**config.mk**
```make
export PLATFORM = sky130hd
export DESIGN_NAME = pnp_resource_data_reader
export DESIGN_NICKNAME = d
export VERILOG_FILES = /design/src/verilog/pnp_resource_data_reader.v
export VERILOG_INCLUDE_DIRS = /design/src /design/src/verilog
export SDC_FILE = /design/constraint.sdc
export NUM_CORES = 1
export LEC_CHECK = 0
export ABC_AREA = 1
export BUFFER_PORTS_ARGS = -buffer_cell sky130_fd_sc_hd__buf_2
export CAP_MARGIN = 20
export CORE_ASPECT_RATIO = 1.1
export CORE_UTILIZATION = 45
export CTS_CLUSTER_DIAMETER = 80
export DETAILED_ROUTE_END_ITERATION = 8
export GPL_TIMING_DRIVEN = 1
export HOLD_SLACK_MARGIN = 0.12
export PLACE_DENSITY = 0.7
export RECOVER_POWER = 50
export SLEW_MARGIN = 10
export SYNTH_ARGS = -nofsm -noshare
export SYNTH_HDL_FRONTEND = slang
export SYNTH_SLANG_ARGS = --single-unit
```
**constraint.sdc**
```tcl
create_clock -name clk_sys -period 3.76 [get_ports clk_sys]
set_clock_uncertainty 0.05 [all_clocks]
set_input_delay 0.376 -clock clk_sys [delete_from_list [all_inputs] [get_ports clk_sys]]
set_output_delay 0.376 -clock clk_sys [all_outputs]
set_load 0.05 [all_outputs]
```
**src/verilog/pnp_map.vh**
```
// Constants for the resource data reader: card states, store layout and reset values.
// Assumes inclusion by bare name from the design file only.
`ifndef PNP_MAP_VH
`define PNP_MAP_VH

// ----------------------------------------
// Card states
// ----------------------------------------
`define ST_WAIT_KEY   2'h0
`define ST_SLEEP      2'h1
`define ST_ISOLATION  2'h2
`define ST_CONFIG     2'h3

// ----------------------------------------
// Serial store layout
// ----------------------------------------
`define STORE_DEPTH   64
`define STORE_AW      6
`define LEN_ADDR      6'h00
`define ID_START      6'h01
`define RES_START     6'h0a
`define BITS_PER_BYTE 3'h7

// ----------------------------------------
// Reset values and preload FIFO size
// ----------------------------------------
`define CSN_RESET     8'h00
`define LEN_RESET     6'h3f
`define FIFO_WIDTH    8
`define FIFO_DEPTH    8

`endif

```
**src/verilog/pnp_resource_data_reader.v**
```verilog
// Resource data reader of a plug and play card, with the preload FIFO it uses.
// Assumes host strobes are decoded on clk_sys by the bus front end; only the
// bus reset drive pin comes from outside the clock domain.
//
// Operation
// Resource data served only in Configuration
// Enter Configuration on isolation win or wake
// Identifier and resource data share one store
// Any wake resets the shared pointer
// Host reads identifier first after direct wake
// Identifier bytes valid after wake
// Checksum after wake invalid, host ignores it
// After isolation, first read gives resource data
// Ready bit only with a full byte
// Host polls ready before each read
// Hardware shifts eight bits per byte
// Data read clears, refills, sets ready
// Status reads leave ready and pointer alone
// Each read advances pointer, wraps at length
// Store preloaded: length, identifier, resource data
// Bus reset drive: Wait for Key, number zero
// Wake zero in Sleep isolates unnumbered cards
`timescale 1ns/1ps
`include "pnp_map.vh"

// ----------------------------------------
// Preload FIFO
// ----------------------------------------
module pnp_fifo #(
    parameter WIDTH = 8,
    parameter DEPTH = 8,
    parameter AW    = 3
) (
    input  wire             clk_sys,
    input  wire             rst_n,
    input  wire             inValid,
    input  wire [WIDTH-1:0] inData,
    output wire             inReady,
    output wire             outValid,
    output wire [WIDTH-1:0] outData,
    input  wire             outReady
);
    reg [WIDTH-1:0] memFf [0:DEPTH-1];   // Storage words
    reg [AW-1:0]    wrPtrFf;             // Write index
    reg [AW-1:0]    rdPtrFf;             // Read index
    reg [AW:0]      countFf;             // Words held
    wire            doPush;
    wire            doPop;

    assign inReady  = (countFf != DEPTH);
    assign outValid = (countFf != 0);
    assign outData  = memFf[rdPtrFf];
    assign doPush   = inValid & inReady;
    assign doPop    = outValid & outReady;

    // Storage write, no reset needed for data words
    always @(posedge clk_sys) begin
        if (doPush) begin
            memFf[wrPtrFf] <= inData;
        end
    end

    // Pointers and fill level
    always @(posedge clk_sys or negedge rst_n) begin
        if (!rst_n) begin
            wrPtrFf <= {AW{1'b0}};
            rdPtrFf <= {AW{1'b0}};
            countFf <= {(AW+1){1'b0}};
        end else begin
            if (doPush) begin
                wrPtrFf <= (wrPtrFf == DEPTH - 1) ? {AW{1'b0}} : wrPtrFf + 1'b1;
            end
            if (doPop) begin
                rdPtrFf <= (rdPtrFf == DEPTH - 1) ? {AW{1'b0}} : rdPtrFf + 1'b1;
            end
            // Push and pop together leave the level unchanged
            if (doPush && !doPop) begin
                countFf <= countFf + 1'b1;
            end else if (doPop && !doPush) begin
                countFf <= countFf - 1'b1;
            end
        end
    end
endmodule // pnp_fifo

// ----------------------------------------
// Resource data reader
// ----------------------------------------
module pnp_resource_data_reader (
    input  wire       clk_sys,
    input  wire       rst_n,
    input  wire       busResetDrive,      // Pin, active high
    input  wire       keyDetected,        // Initiation key seen
    input  wire       waitForKeyCmd,      // Return to Wait for Key
    input  wire       resetCsnCmd,        // Clear card number
    input  wire       wakeCmd,            // Wake command strobe
    input  wire [7:0] wakeOperand,        // Wake command data
    input  wire       isolationWin,       // Card number assigned after isolation
    input  wire [7:0] assignedCsn,        // Number written on win
    input  wire       isolationLose,      // Card lost isolation
    input  wire       dataRead,           // Resource data register read
    input  wire       loadRestart,        // Restart preload at address zero
    input  wire       loadValid,
    input  wire [7:0] loadData,
    output wire       loadReady,
    output wire       readyBit,           // Status bit zero
    output wire [7:0] resourceData,       // Resource data register
    output wire [1:0] cardState,
    output wire [7:0] cardSelectNumber
);
    localparam FILL_IDLE  = 1'b0;
    localparam FILL_SHIFT = 1'b1;

    reg [7:0]             storeFf [0:`STORE_DEPTH-1]; // Serial store
    reg                   rstSync1Ff;      // Pin synchroniser, first stage
    reg                   rstSync2Ff;      // Pin synchroniser, second stage
    reg [1:0]             stateFf;         // Card state
    reg [7:0]             csnFf;           // Card select number
    reg [`STORE_AW-1:0]   ptrFf;           // Shared read pointer
    reg [`STORE_AW-1:0]   lenFf;           // Stored frame length
    reg [`STORE_AW-1:0]   wrAddrFf;        // Preload address
    reg                   fillFf;          // Refill machine state
    reg [2:0]             bitCntFf;        // Bits shifted so far
    reg [7:0]             srcFf;           // Byte being serialised
    reg [7:0]             dataFf;          // Assembled byte
    reg                   readyFf;         // Byte complete
    wire                  fifoValid;
    wire [7:0]            fifoData;
    wire                  storeWrite;
    wire                  inConfig;
    wire                  takeRead;
    reg [1:0]             nxt_state;
    reg [7:0]             nxt_csn;
    reg                   reload;          // Start a refill this cycle
    reg [`STORE_AW-1:0]   nxt_ptr;

    // Wrap past the stored length back to the resource block
    function [`STORE_AW-1:0] advance;
        input [`STORE_AW-1:0] p;
        input [`STORE_AW-1:0] len;
        begin
            advance = (p == len) ? `RES_START : p + 1'b1;
        end
    endfunction

    // ----------------------------------------
    // Preload path
    // ----------------------------------------
    // Store writes wait while a refill shifts its byte (FILL_SHIFT), so the FIFO backs up
    assign storeWrite = fifoValid & (fillFf == FILL_IDLE);

    pnp_fifo #(
        .WIDTH (`FIFO_WIDTH),
        .DEPTH (`FIFO_DEPTH),
        .AW    (3)
    ) preloadFifo (
        .clk_sys  (clk_sys),
        .rst_n    (rst_n),
        .inValid  (loadValid),
        .inData   (loadData),
        .inReady  (loadReady),
        .outValid (fifoValid),
        .outData  (fifoData),
        .outReady (storeWrite)
    );

    // length then identifier then resource data
    always @(posedge clk_sys) begin
        if (storeWrite) begin
            storeFf[wrAddrFf] <= fifoData;
        end
    end

    // Preload address and frame length capture
    always @(posedge clk_sys or negedge rst_n) begin
        if (!rst_n) begin
            wrAddrFf <= `LEN_ADDR;
            lenFf    <= `LEN_RESET;
        end else if (loadRestart) begin
            wrAddrFf <= `LEN_ADDR;
        end else if (storeWrite) begin
            wrAddrFf <= wrAddrFf + 1'b1;
            if (wrAddrFf == `LEN_ADDR) begin
                lenFf <= fifoData[`STORE_AW-1:0];
            end
        end
    end

    // ----------------------------------------
    // Bus reset drive synchroniser
    // ----------------------------------------
    always @(posedge clk_sys or negedge rst_n) begin
        if (!rst_n) begin
            rstSync1Ff <= 1'b0;
            rstSync2Ff <= 1'b0;
        end else begin
            rstSync1Ff <= busResetDrive;
            rstSync2Ff <= rstSync1Ff;
        end
    end

    // ----------------------------------------
    // Card state and pointer decisions
    // ----------------------------------------
    assign inConfig = (stateFf == `ST_CONFIG);
    // reads outside Configuration or before ready are ignored
    assign takeRead = dataRead & inConfig & readyFf;

    always @* begin
        nxt_state = stateFf;
        nxt_csn   = csnFf;
        reload    = 1'b0;
        nxt_ptr   = ptrFf;
        if (rstSync2Ff) begin
            // reset drive, any state to Wait for Key
            nxt_state = `ST_WAIT_KEY;
            nxt_csn   = `CSN_RESET;
        end else if (waitForKeyCmd) begin
            nxt_state = `ST_WAIT_KEY;
        end else begin
            if (resetCsnCmd) begin
                nxt_csn = `CSN_RESET;
            end
            case (stateFf)
                `ST_WAIT_KEY: begin
                    if (keyDetected) begin
                        nxt_state = `ST_SLEEP;
                    end
                end
                `ST_SLEEP: begin
                    if (wakeCmd && wakeOperand == 8'h00 && csnFf == 8'h00) begin
                        // unnumbered cards go to Isolation
                        nxt_state = `ST_ISOLATION;
                    end else if (wakeCmd && wakeOperand == csnFf) begin
                        // matching wake enters Configuration
                        nxt_state = `ST_CONFIG;
                    end
                end
                `ST_ISOLATION: begin
                    if (isolationWin) begin
                        // winner takes its number, enters Configuration
                        nxt_state = `ST_CONFIG;
                        nxt_csn   = assignedCsn;
                    end else if (isolationLose || wakeCmd) begin
                        nxt_state = `ST_SLEEP;
                    end
                end
                default: begin
                    if (wakeCmd && wakeOperand != csnFf) begin
                        nxt_state = `ST_SLEEP;
                    end
                end
            endcase
            if (wakeCmd) begin
                // any wake rewinds to the identifier
                // identifier bytes replayed as stored
                // checksum byte replayed unchecked, may be stale
                reload  = 1'b1;
                nxt_ptr = `ID_START;
            end else if (stateFf == `ST_ISOLATION && isolationWin) begin
                // skip identifier after isolation win
                reload  = 1'b1;
                nxt_ptr = `RES_START;
            end else if (takeRead) begin
                // advance by one, wrap at length
                reload  = 1'b1;
                nxt_ptr = advance(ptrFf, lenFf);
            end
        end
    end

    // State, number and pointer registers
    always @(posedge clk_sys or negedge rst_n) begin
        if (!rst_n) begin
            stateFf <= `ST_WAIT_KEY;
            csnFf   <= `CSN_RESET;
            ptrFf   <= `ID_START;
        end else begin
            stateFf <= nxt_state;
            csnFf   <= nxt_csn;
            // one pointer for identifier and resource data
            ptrFf   <= nxt_ptr;
        end
    end

    // ----------------------------------------
    // Byte assembly and ready bit
    // ----------------------------------------
    // Serialising the stored byte costs eight cycles per byte, kept because
    // the card is specified to assemble bytes from a serial source.
    always @(posedge clk_sys or negedge rst_n) begin
        if (!rst_n) begin
            fillFf   <= FILL_IDLE;
            bitCntFf <= 3'h0;
            srcFf    <= 8'h00;
            dataFf   <= 8'h00;
            readyFf  <= 1'b0;
        end else if (reload) begin
            // read clears ready, refill starts
            fillFf   <= FILL_SHIFT;
            bitCntFf <= 3'h0;
            srcFf    <= storeFf[nxt_ptr];
            readyFf  <= 1'b0;
        end else begin
            case (fillFf)
                FILL_SHIFT: begin
                    // shift eight bits MSB first
                    dataFf   <= {dataFf[6:0], srcFf[7]};
                    srcFf    <= {srcFf[6:0], 1'b0};
                    bitCntFf <= bitCntFf + 1'b1;
                    if (bitCntFf == `BITS_PER_BYTE) begin
                        // ready only with the full byte
                        fillFf  <= FILL_IDLE;
                        readyFf <= 1'b1;
                    end
                end
                default: begin
                    // hold ready until a data read, wake or isolation win
                    fillFf <= FILL_IDLE;
                end
            endcase
        end
    end

    // status shows ready only in Configuration
    assign readyBit         = readyFf & inConfig;
    assign resourceData     = dataFf;
    assign cardState        = stateFf;
    assign cardSelectNumber = csnFf;
endmodule // pnp_resource_data_reader

```
After elaboration in Yosys (flattened, before gate mapping)
Memory sizes are Yosys's and may differ from the RTL's.
Index checks and enable logic that the tools add are counted.
{"block": "word_totals", "ff_bits": 61, "ram_bits": 576, "elab_cells": 116, "mem_count": 2}
{"memory": "storeFf", "words": 64, "width": 8, "rd": 1, "rd_clocked_by_memory_dff": 0, "wr": 1, "line": "pnp_resource_data_reader.v:114", "rtl": "reg [7:0] storeFf [0:`STORE_DEPTH-1];"}
{"memory": "preloadFifo.memFf", "words": 8, "width": 8, "rd": 1, "rd_clocked_by_memory_dff": 0, "wr": 1, "line": "pnp_resource_data_reader.v:43", "rtl": "reg [WIDTH-1:0] memFf [0:DEPTH-1];"}
{"block": "op_classes", "addsub": 7, "eq_ne": 14, "muxes": 45, "n_bitwise": 9, "reduce_logical": 24}
{"operator": "2-to-1 mux 8 bit", "count": 7}
{"operator": "2-to-1 mux 6 bit", "count": 8}
{"operator": "zero test 8 bit", "count": 2}
{"operator": "2-to-1 mux 2 bit", "count": 8}
{"operator": "2-to-1 mux 1 bit", "count": 15}
{"operator": "adder 6 x 1 -> 6 bit, second input constant", "count": 2}
{"operator": "2-to-1 mux 3 bit", "count": 4}
{"operator": "inequality test 5 bit, second input constant", "count": 2}
{"operator": "adder 3 x 1 -> 3 bit, second input constant", "count": 3}
{"operator": "== test 3 bit, second input constant", "count": 3}
{"operator": "== test 8 bit", "count": 1}
{"operator": "2-to-1 mux 4 bit", "count": 2}
{"operator": "inequality test 4 bit, second input constant", "count": 2}
{"operator": "inequality test 8 bit", "count": 1}
{"operator": "nonzero test 2 bit", "count": 4}
{"operator": "logical AND 1 bit", "count": 7}
{"operator": "AND 1 bit", "count": 6}
{"operator": "== test 6 bit", "count": 1}
{"operator": "zero test 6 bit", "count": 1}
{"operator": "case mux 2 bit (3 select lines)", "count": 1}
{"operator": "nonzero test 6 bit", "count": 1}
{"operator": "adder 4 x 1 -> 4 bit, second input constant", "count": 1}
{"operator": "== test 2 bit, second input constant", "count": 2}
{"operator": "AND reduction 2 bit", "count": 2}
{"operator": "other kinds (10)", "count": 13}

Longest topological paths before layout
Gate-level depths: netlist of the first run.
{"block": "depth", "ltp_word": 10, "depth_mapped": 21, "depth_no_buf": 20}

By module
A second synthesis of the first run with hierarchy kept.
{"block": "unflattened", "cells_unflattened": 2747, "area_unflattened_um2": 28750.1}
{"mod": "pnp_resource_data_reader", "instances": 1, "cells_each": 2386, "area_per_inst_um2": 25345.6}
{"mod": "pnp_fifo", "instances": 1, "cells_each": 361, "area_per_inst_um2": 3404.5}

Worst setup path before layout of the first run
No wires, ideal clock.
{"block": "synth_timing", "path_kind": "reg-to-reg", "from": "reg preloadFifo.rdPtrFf[0]", "to": "mem storeFf[0][6], data pin", "t_arrival_ns": 2.912, "t_required_ns": 3.122, "slack_ns": 0.210, "stages_incl_launch_ff": 6, "synth_period_minus_slack_ns": 3.550, "cell_sequence": "dfrtp_1 -> clkbuf_1 -> nor2_1 -> nor2_1 -> o21ai_0 -> a31oi_1"}
{"block": "synth_between", "elab_chain_len": 1}
{"element": "start, declared", "line": "pnp_resource_data_reader.v:45", "rtl": "reg [AW-1:0] rdPtrFf;"}
{"element": "start signal, assigned", "line": "pnp_resource_data_reader.v:67", "rtl": "rdPtrFf <= {AW{1'b0}};"}
{"element": "start signal, assigned", "line": "pnp_resource_data_reader.v:74", "rtl": "rdPtrFf <= (rdPtrFf == DEPTH - 1) ? {AW{1'b0}} : rdPtrFf + 1'b1;"}
{"element": "memory (8 x 8 bit)"}
{"element": "via fifoData[6]", "line": "pnp_resource_data_reader.v:128", "rtl": "wire [7:0] fifoData;"}
{"element": "end, declared", "line": "pnp_resource_data_reader.v:114"}
The timed path passes the listed nets, and every way through them passes these cells.

Worst setup path after layout of the first run
{"block": "layout_timing", "from": "reg fillFf", "to": "mem storeFf[26][2], enable pin"}
{"block": "layout_between", "elab_chain_len": 4}
{"element": "start, declared", "line": "pnp_resource_data_reader.v:122", "rtl": "reg fillFf;"}
{"element": "start signal, assigned", "line": "pnp_resource_data_reader.v:293", "rtl": "fillFf <= FILL_IDLE;"}
{"element": "start signal, assigned", "line": "pnp_resource_data_reader.v:300", "rtl": "fillFf <= FILL_SHIFT;"}
{"element": "start signal, assigned", "line": "pnp_resource_data_reader.v:313", "rtl": "fillFf <= FILL_IDLE;"}
{"element": "inverter 1 bit", "line": "pnp_resource_data_reader.v:150", "rtl": "assign storeWrite = fifoValid & (fillFf == FILL_IDLE);"}
{"element": "AND 1 bit", "line": "pnp_resource_data_reader.v:150"}
{"element": "2-to-1 mux 1 bit", "line": "pnp_resource_data_reader.v:169", "rtl": "if (storeWrite) begin"}
{"element": "2-to-1 mux 1 bit (not written as such)", "line": "pnp_resource_data_reader.v:170", "rtl": "storeFf[wrAddrFf] <= fifoData;"}
Every way passes these cells.

==> metrics.txt, run 1 <==
final setup fails 0; max_cap viols 1; die area 63900 sq um; Finished Cell Area 31800 sq um; Slew Limit Fails 36; Post-Syn Area 28300 sq um; clk_lat worst skew 0.61 ns; vias in the first global route 19700; Post-Place Setup Slack about 0.38 ns; minimum clock period 3.64 ns; Die X 241 um; Final Hold Fails 0; P_leak 12.1 nW; CORE AREA 62200 sq um; routed vias/inst 5.58; CP max FO 14; sequential-to-total area share from yosys stat 66.5%; largest cells by area after synthesis edfxtp_1 61%, nand3_1 9.9%, nand2_1 6.2%, dfrtp_1 4.8%, inv_1 4.5%; final worst-path cycle share between 90% and 100%; P_sw approximately 6 mW; PD cells ~640 nW/um^2; Setup TNS 0 ns; syn_nets 2655; Mean Syn Cell Area 10.9 sq um; Placed Area 29700 sq um; # DRC 1; status finished, violations left; Sink Count 637; Pint 14.1 mW; failing checks DRC, capacitance limit, slew limit; RePlAce Congestion between 0.9 and 1; Final ANT Viol Nets 0; Area growth syn-to-layout 12.2%; largest net degree at the start of global routing 137; setup bufs post-CTS 0; DR pass1 iterations 8; area taken by flip-flops and latches 18800 sq um; std cell rows 96; Final #Nets 2726; grt ovf 0; synthesis-stage register bit count approximately 640; clock power share 31.3%; crit path DAT about 3.8 ns; first-pass GRT wire length about 110000 um; H-tree depth 3; RSZ-0062 raised after global routing false; Worst Path Class, Setup flip-flop to flip-flop; Antenna diodes 0; VDD IR-drop max ~550 uV; routed len/inst slightly above 20 um; post-synth top area share slightly above 60%; Flop pwr share 48.8%; clock slew at reported path FFs 0.06 ns; Die H 265 um; post-cts sizing count 0; GRT Overall Usage 23.1%; Combinational Power Share 19.8%; hold crit path type primary input to flip-flop; Filler cells 5492; CP required between 3 and 4 ns; Initial DRC Count 2248; Via Count between 15000 and 20000; final design utilization 51.1%; Slew @ Worst Pin 1.96 ns; achievable clock frequency 275 MHz; share of layout cells above drive strength 1 7.52%; final WL approximately 72000 um; cts bufs inserted 67; clk root buf clkbuf_16; Gate Count Post-Synth 2602; initial antenna violation count 0; CTS tree done; Ports 56; setup ws final 0.117 ns; # hold bufs at CTS 20; CP endpoint kind flip-flop; clk buf depth 3; synth unique cells 43; Slew HR -30.4%; Ys Warns 0; reg-to-reg slack, setup around 0.12 ns; type of element launching the critical path flip-flop; cell taking the most area after synthesis edfxtp_1; sw frac between 30% and 40%; Post-DP HPWL roughly 43000 um; Initial Util 45.5%; multi-input logic area 7450 sq um; Buffers on Ports 55
routing by layer:
metal	track usage, %	share of wire [%]	vias up
met5	0	0	-
met1	30.1	39	9751
met3	3.59	7.9	180
met2	38.3	49	910
met4	9.99	3.8	0
li1	-	-	9036
through the flow:
step / hold slack [ns] / power (mW) / cells
after global placement: 0.290 / 13.9 / 3416
after detailed placement: 0.294 / 14.1 / 3416
after CTS: 0.170 / 20.3 / 3559
final: 0.207 / 20.2 / 3560
after global routing: 0.259 / 20.8 / 3560
after floorplan: 0.0304 / 12.0 / 2602
logic make-up (layout without fill, tap and decap cells):
kind of cell	count (synthesis)	after routing	share of synthesized area, %
simple gates	1326	1326	22.3
flops	637	637	66.5
buf+inv	492	617	7.47
compound gates	106	106	2.12
fa+ha+maj	17	17	0.778
xor+xnor	15	15	0.464
mux	9	9	0.358
placed cells by master (no fill, tap or decap), types with 7 or more instances in the layout:
cell type / n
mux2_2: 9
nand3b_1: 140
buf_2: 26
dfstp_2: 7
clkbuf_1: 74
nor2_1: 131
edfxtp_1: 576
o22ai_1: 20
nand2_1: 463
dlygate4sd3_1: 20
buf_12: 17
dfrtp_1: 54
clkinv_1: 17
clkbuf_16: 68
xor2_1: 9
buf_4: 15
nand3_1: 558
inv_1: 343
ha_1: 16
o21ai_0: 60
a21oi_1: 9
clkinv_2: 12
worst paths after layout:
check                             from                   to  cells after the start
setup / recovery                fillFf       storeFf[26][2]                      4
hold / removal             keyDetected         cardState[0]                      6
setup reg to reg                fillFf       storeFf[26][2]                      4
hold reg to reg             rstSync1Ff           rstSync2Ff                      0
max in group asynchronous        rst_n           rstSync1Ff                      4
min in group asynchronous        rst_n  cardSelectNumber[2]                      2
layout make-up:
| type | instances | share of cell area, % |
|---|---|---|
| Clock inverter | 38 | 0.902 |
| Timing Repair Buffer | 142 | 3.26 |
| Sequential cell | 637 | 59.3 |
| Clock buffer | 85 | 5.65 |
| Tap cell | 833 | 3.28 |
| Inverter | 352 | 4.16 |
| Multi-Input combinational cell | 1473 | 23.5 |
registers in the layout, summed over array words and instances (netlist names), 4 cells and up:
name	cells
resourceData	8
preloadFifo.countFf	4
srcFf	8
wrAddrFf	6
preloadFifo.memFf	64
cardSelectNumber	8
lenFf	6
ptrFf	6
storeFf	512
critical path: stages (launching register included):
cell and delay (ns):
dfrtp_1 0.52, a31oi_1 0.24, clkbuf_1 0.57, nand4_1 0.86, nor2_1 1.01
power groups by stage:
stage	combinational (mW)	clock (mW)	sequential [mW]
after floorplan	1.83	0	10.2
after CTS	4.13	6.39	9.82
after global routing	4.29	6.66	9.89
after global placement	3.92	0	9.94
final	4.00	6.32	9.86
after detailed placement	4.09	0	9.96
cells in the mapped netlist, drive strengths merged:
| cell type | count |
|---|---|
| nor4 | 6 |
| dfstp | 7 |
| xnor2 | 6 |
| nand3 | 560 |
| o21a | 1 |
| a22oi | 1 |
| nand2 | 471 |
| a211oi | 1 |
| o211ai | 1 |
| a31oi | 5 |
| mux2 | 9 |
| o22ai | 20 |
| ha | 16 |
| o21ai | 64 |
| nand4 | 6 |
| xor2 | 9 |
| o21bai | 1 |
| inv | 349 |
| nand3b | 140 |
| or2 | 4 |
| a21o | 1 |
| nor2 | 134 |
| clkinv | 3 |
| dfrtp | 54 |
| nor3 | 5 |
| fa | 1 |
| a2111oi | 1 |
| edfxtp | 576 |
| clkbuf | 36 |
| a21oi | 10 |
| buf | 104 |
Power figures use the tool's default switching activity.
==> run 2, diff against run 1 <==
- SYNTH_HIERARCHICAL: unset -> 1
==> run 2 against run 1 <==
Critical endpoint is now storeFf[1][0]. Register-to-register slack improved by 0.37 ns. Die area increased by 1.6%. The run ends with capacitance limit, slew limit left. Combinational power increased by 5%. Largest cell class unchanged. Via count increased by 3.0%. Non-clock buffer count increased by 42.
==> metrics.txt, run 2 <==
RSZ-0062 raised after global routing false; reg-to-reg slack, setup 0.48 ns (+0.37 ns); Slew @ Worst Pin 1.72 ns (-0.233 ns); reg2reg end storeFf[1][0]; VDD IR-drop max 520 uV (-6.3%); CTS tree done; routed vias/inst 5.47 (-2.1%); cts bufs inserted 68 (+1.5%); Post-Syn Area 28800 sq um (+1.6%); first-pass GRT wire length 115000 um (+1.5%); Die X 243 um (+0.78%); WHS Path Cells 4 (-2); Initial Util 45.8% (+0.28 points); slowest CP cell dfrtp_1; RePlAce Congestion 0.917 (+1.1%); Final #Nets 2908 (+6.7%); CP required 4.03 ns (+0.11 ns); clk root buf clkbuf_16; Area growth syn-to-layout 13.6%; Sink Count 637 (unchanged); Slew Limit Fails 112 (+210%); synthesis-stage register bit count 637 (unchanged); std cell rows 96 (unchanged); crit path DAT 3.54 ns (-0.26 ns); Worst Path Class, Setup flip-flop to flip-flop; largest net degree at the start of global routing 121 (-12%); clock slew at reported path FFs 0.06 ns (about the same); max FFs per register 512 (unchanged); worst r2r src preloadFifo/rdPtrFf[0]; R2R cell count 8 (+4); CP endpoint kind flip-flop; most frequent cell after synthesis nand2_1; post-synth top area share 60.2% (-0.95 points); CP cell instances clkbuf_1 > nor2_1 > nor2_1 > nand2_1 > nand2_1 > nand2_1 > nand2_2 > buf_6; Top FF cell, synth edfxtp_1; share of layout cells above drive strength 1 8.42% (+0.90 points); Mean Syn Cell Area 10.5 sq um (-3.8%); Post-synth EDFFs 576 (unchanged); hold crit path type primary input to flip-flop; status finished, violations left; minimum clock period 3.28 ns (-0.367 ns); PD cells 639 nW/um^2 (+0.63%); CORE AREA 62800 sq um (+0.97%); Crit path top cell by count nand2_1; Crit path max-delay family flip-flops; clk_lat worst skew 0.61 ns (about the same); type of element launching the critical path flip-flop; vias in the first global route 20100 (+1.9%); final worst-path cycle share 87.1% (-9.8 points); Final ANT Viol Nets 0 (unchanged); Gate Count Post-Synth 2747 (+5.6%); commonest non-fill, non-tap cell in the layout edfxtp_1; CP max FO 65 (+51); Post-synth ARST share 9.58% (unchanged); Ys Warns 6 (+6); Antenna diodes 0 (unchanged); sequential-to-total area share from yosys stat 65.5% (-1.0 points); hold path start loadValid; most frequent cells in the layout 576 x edfxtp_1, 575 x nand2_1, 563 x nand3_1; Setup TNS 0 ns (unchanged); routed len/inst 19.9 um (-2.0%); Post-synth top cells 581 x nand2_1, 576 x edfxtp_1, 563 x nand3_1, 385 x inv_1, 141 x nor2_1; Critical Path Max Stage Delay 1.43 ns (+0.42 ns); worst hold margin 0.259 ns (+0.0524 ns); worst hold endpoint preloadFifo/wrPtrFf[2]; Final Hold Fails 0 (unchanged); synth unique cells 41 (-4.7%); CP Buf/Inv Count 2 (+1); Top Registers storeFf x512, preloadFifo/memFf x64; failing checks capacitance limit, slew limit; final setup fails 0 (unchanged); # DRC 0 (-1); die area 64900 sq um (+1.6%); largest cells by area after synthesis edfxtp_1 60%, nand3_1 9.8%, nand2_1 7.6%, inv_1 5.0%, dfrtp_1 4.7%; initial antenna violation count 1 (+1); Post-DP HPWL 44900 um (+3.6%); final design utilization 52.0% (+0.91 points); achievable clock frequency 305 MHz (+11%); Via Count 20500 (+3.0%); Buffers on Ports 55 (unchanged); Slew HR -14.9% (+16 points); GRT Overall Usage 23.0% (-0.16 points); DR pass1 iterations 8 (unchanged); Initial DRC Count 2228 (-0.89%); cell taking the most area after synthesis edfxtp_1; P_leak 13.0 nW (+6.6%); grt ovf 0 (unchanged); final WL 74600 um (+3.0%); Ports 56 (unchanged); H-tree depth 3 (unchanged); syn_nets 2800 (+5.5%); clk buf depth 3 (unchanged); max_cap viols 5 (+4); largest register by flop count storeFf; Die H 267 um (+0.78%)
run 2: cell count changes in the layout (fill, tap and decap cells not counted), sizes merged, moves of 4 or more:
| cell | previous run | this run |
|---|---|---|
| nand4 | 6 | 13 |
| inv | 355 | 400 |
| o22ai | 20 | 6 |
| nor3 | 5 | 20 |
| o21ai | 64 | 28 |
| xor2 | 9 | 5 |
| clkbuf | 149 | 160 |
| buf | 58 | 93 |
| clkinv | 30 | 22 |
| nor2 | 134 | 144 |
| nand2 | 471 | 585 |
| bufinv | 3 | 7 |
run 2: cell families (layout without fill, tap and decap cells):
kind of cell | Yosys count | count (layout) | share of synthesized area [%]
simple gates | 1477 | 1477 | 24.0
flops | 637 | 637 | 65.5
buf+inv | 544 | 707 | 7.92
compound gates | 52 | 52 | 1.11
fa+ha+maj | 17 | 17 | 0.766
mux | 11 | 11 | 0.431
xor+xnor | 9 | 9 | 0.274
run 2: worst max path at each step:
| stage | end | slack [ns] | start | depth (start not counted) |
|---|---|---|---|---|
| 2_1_floorplan | srcFf[0] | 1.12 | cardState[0] | 18 |
| 3_3_place_gp | srcFf[4] | 0.61 | cardState[1] | 19 |
| 3_5_place_dp | srcFf[4] | 0.55 | cardState[1] | 19 |
| 4_1_cts | srcFf[4] | 0.53 | cardState[1] | 19 |
| 5_1_grt | lenFf[0] | 0.19 | preloadFifo/rdPtrFf[0] | 9 |
| 6_report | storeFf[1][0] | 0.48 | preloadFifo/rdPtrFf[0] | 8 |
run 2: worst reg2reg max path, cell delays in order (launching register included):
cell	delay (ns)
dfrtp_1	1.43
clkbuf_1	0.49
nor2_1	0.11
nor2_1	0.13
nand2_1	0.07
nand2_1	0.07
nand2_1	0.06
nand2_2	0.09
buf_6	0.44
run 2: through the flow:
| stage | setup WS, ns | std cells | power, mW | area (sq um) |
|---|---|---|---|---|
| 5_1_grt | 0.190 | 3743 | 21.6 | 32600 |
| 6_report | 0.484 | 3743 | 20.9 | 32600 |
| 4_1_cts | 0.534 | 3743 | 21.1 | 32900 |
| 3_5_place_dp | 0.552 | 3598 | 14.3 | 30400 |
| 3_3_place_gp | 0.611 | 3597 | 14.1 | 30400 |
| 2_1_floorplan | 1.12 | 2747 | 12.3 | 28800 |
run 2: layout make-up:
| cell class | instances | area [sq um] |
|---|---|---|
| clock inverter | 36 | 394 |
| multi-input combinational | 1566 | 7710 |
| tap | 833 | 1040 |
| clock buffer | 89 | 1900 |
| sequential | 637 | 18800 |
| inverter | 398 | 1490 |
| timing repair buffer | 184 | 1280 |
| fill | 5359 | 30200 |
run 2: timing repair:
action / 4_1_cts / 5_1_grt
hold endpoints to repair: 122 / 0
hold buffers: 20 / 0
gates resized for setup: 0 / 0
setup buffers: 0 / 0
run 2: layer usage:
| metal | vias to the layer above | global-route usage [%] | wire length, um |
|---|---|---|---|
| met3 | 204 | 3.25 | 5840 |
| li1 | 9472 | - | - |
| met5 | - | 0 | 0 |
| met4 | 0 | 10.9 | 3300 |
| met1 | 9878 | 29.4 | 29300 |
| met2 | 914 | 38.5 | 36200 |
run 2: power by group:
part           internal [mW]  total [mW]  switching [mW]
clock                   4.06        6.82            2.76
combinational          0.901        4.20            3.30
sequential              9.55        9.86           0.302
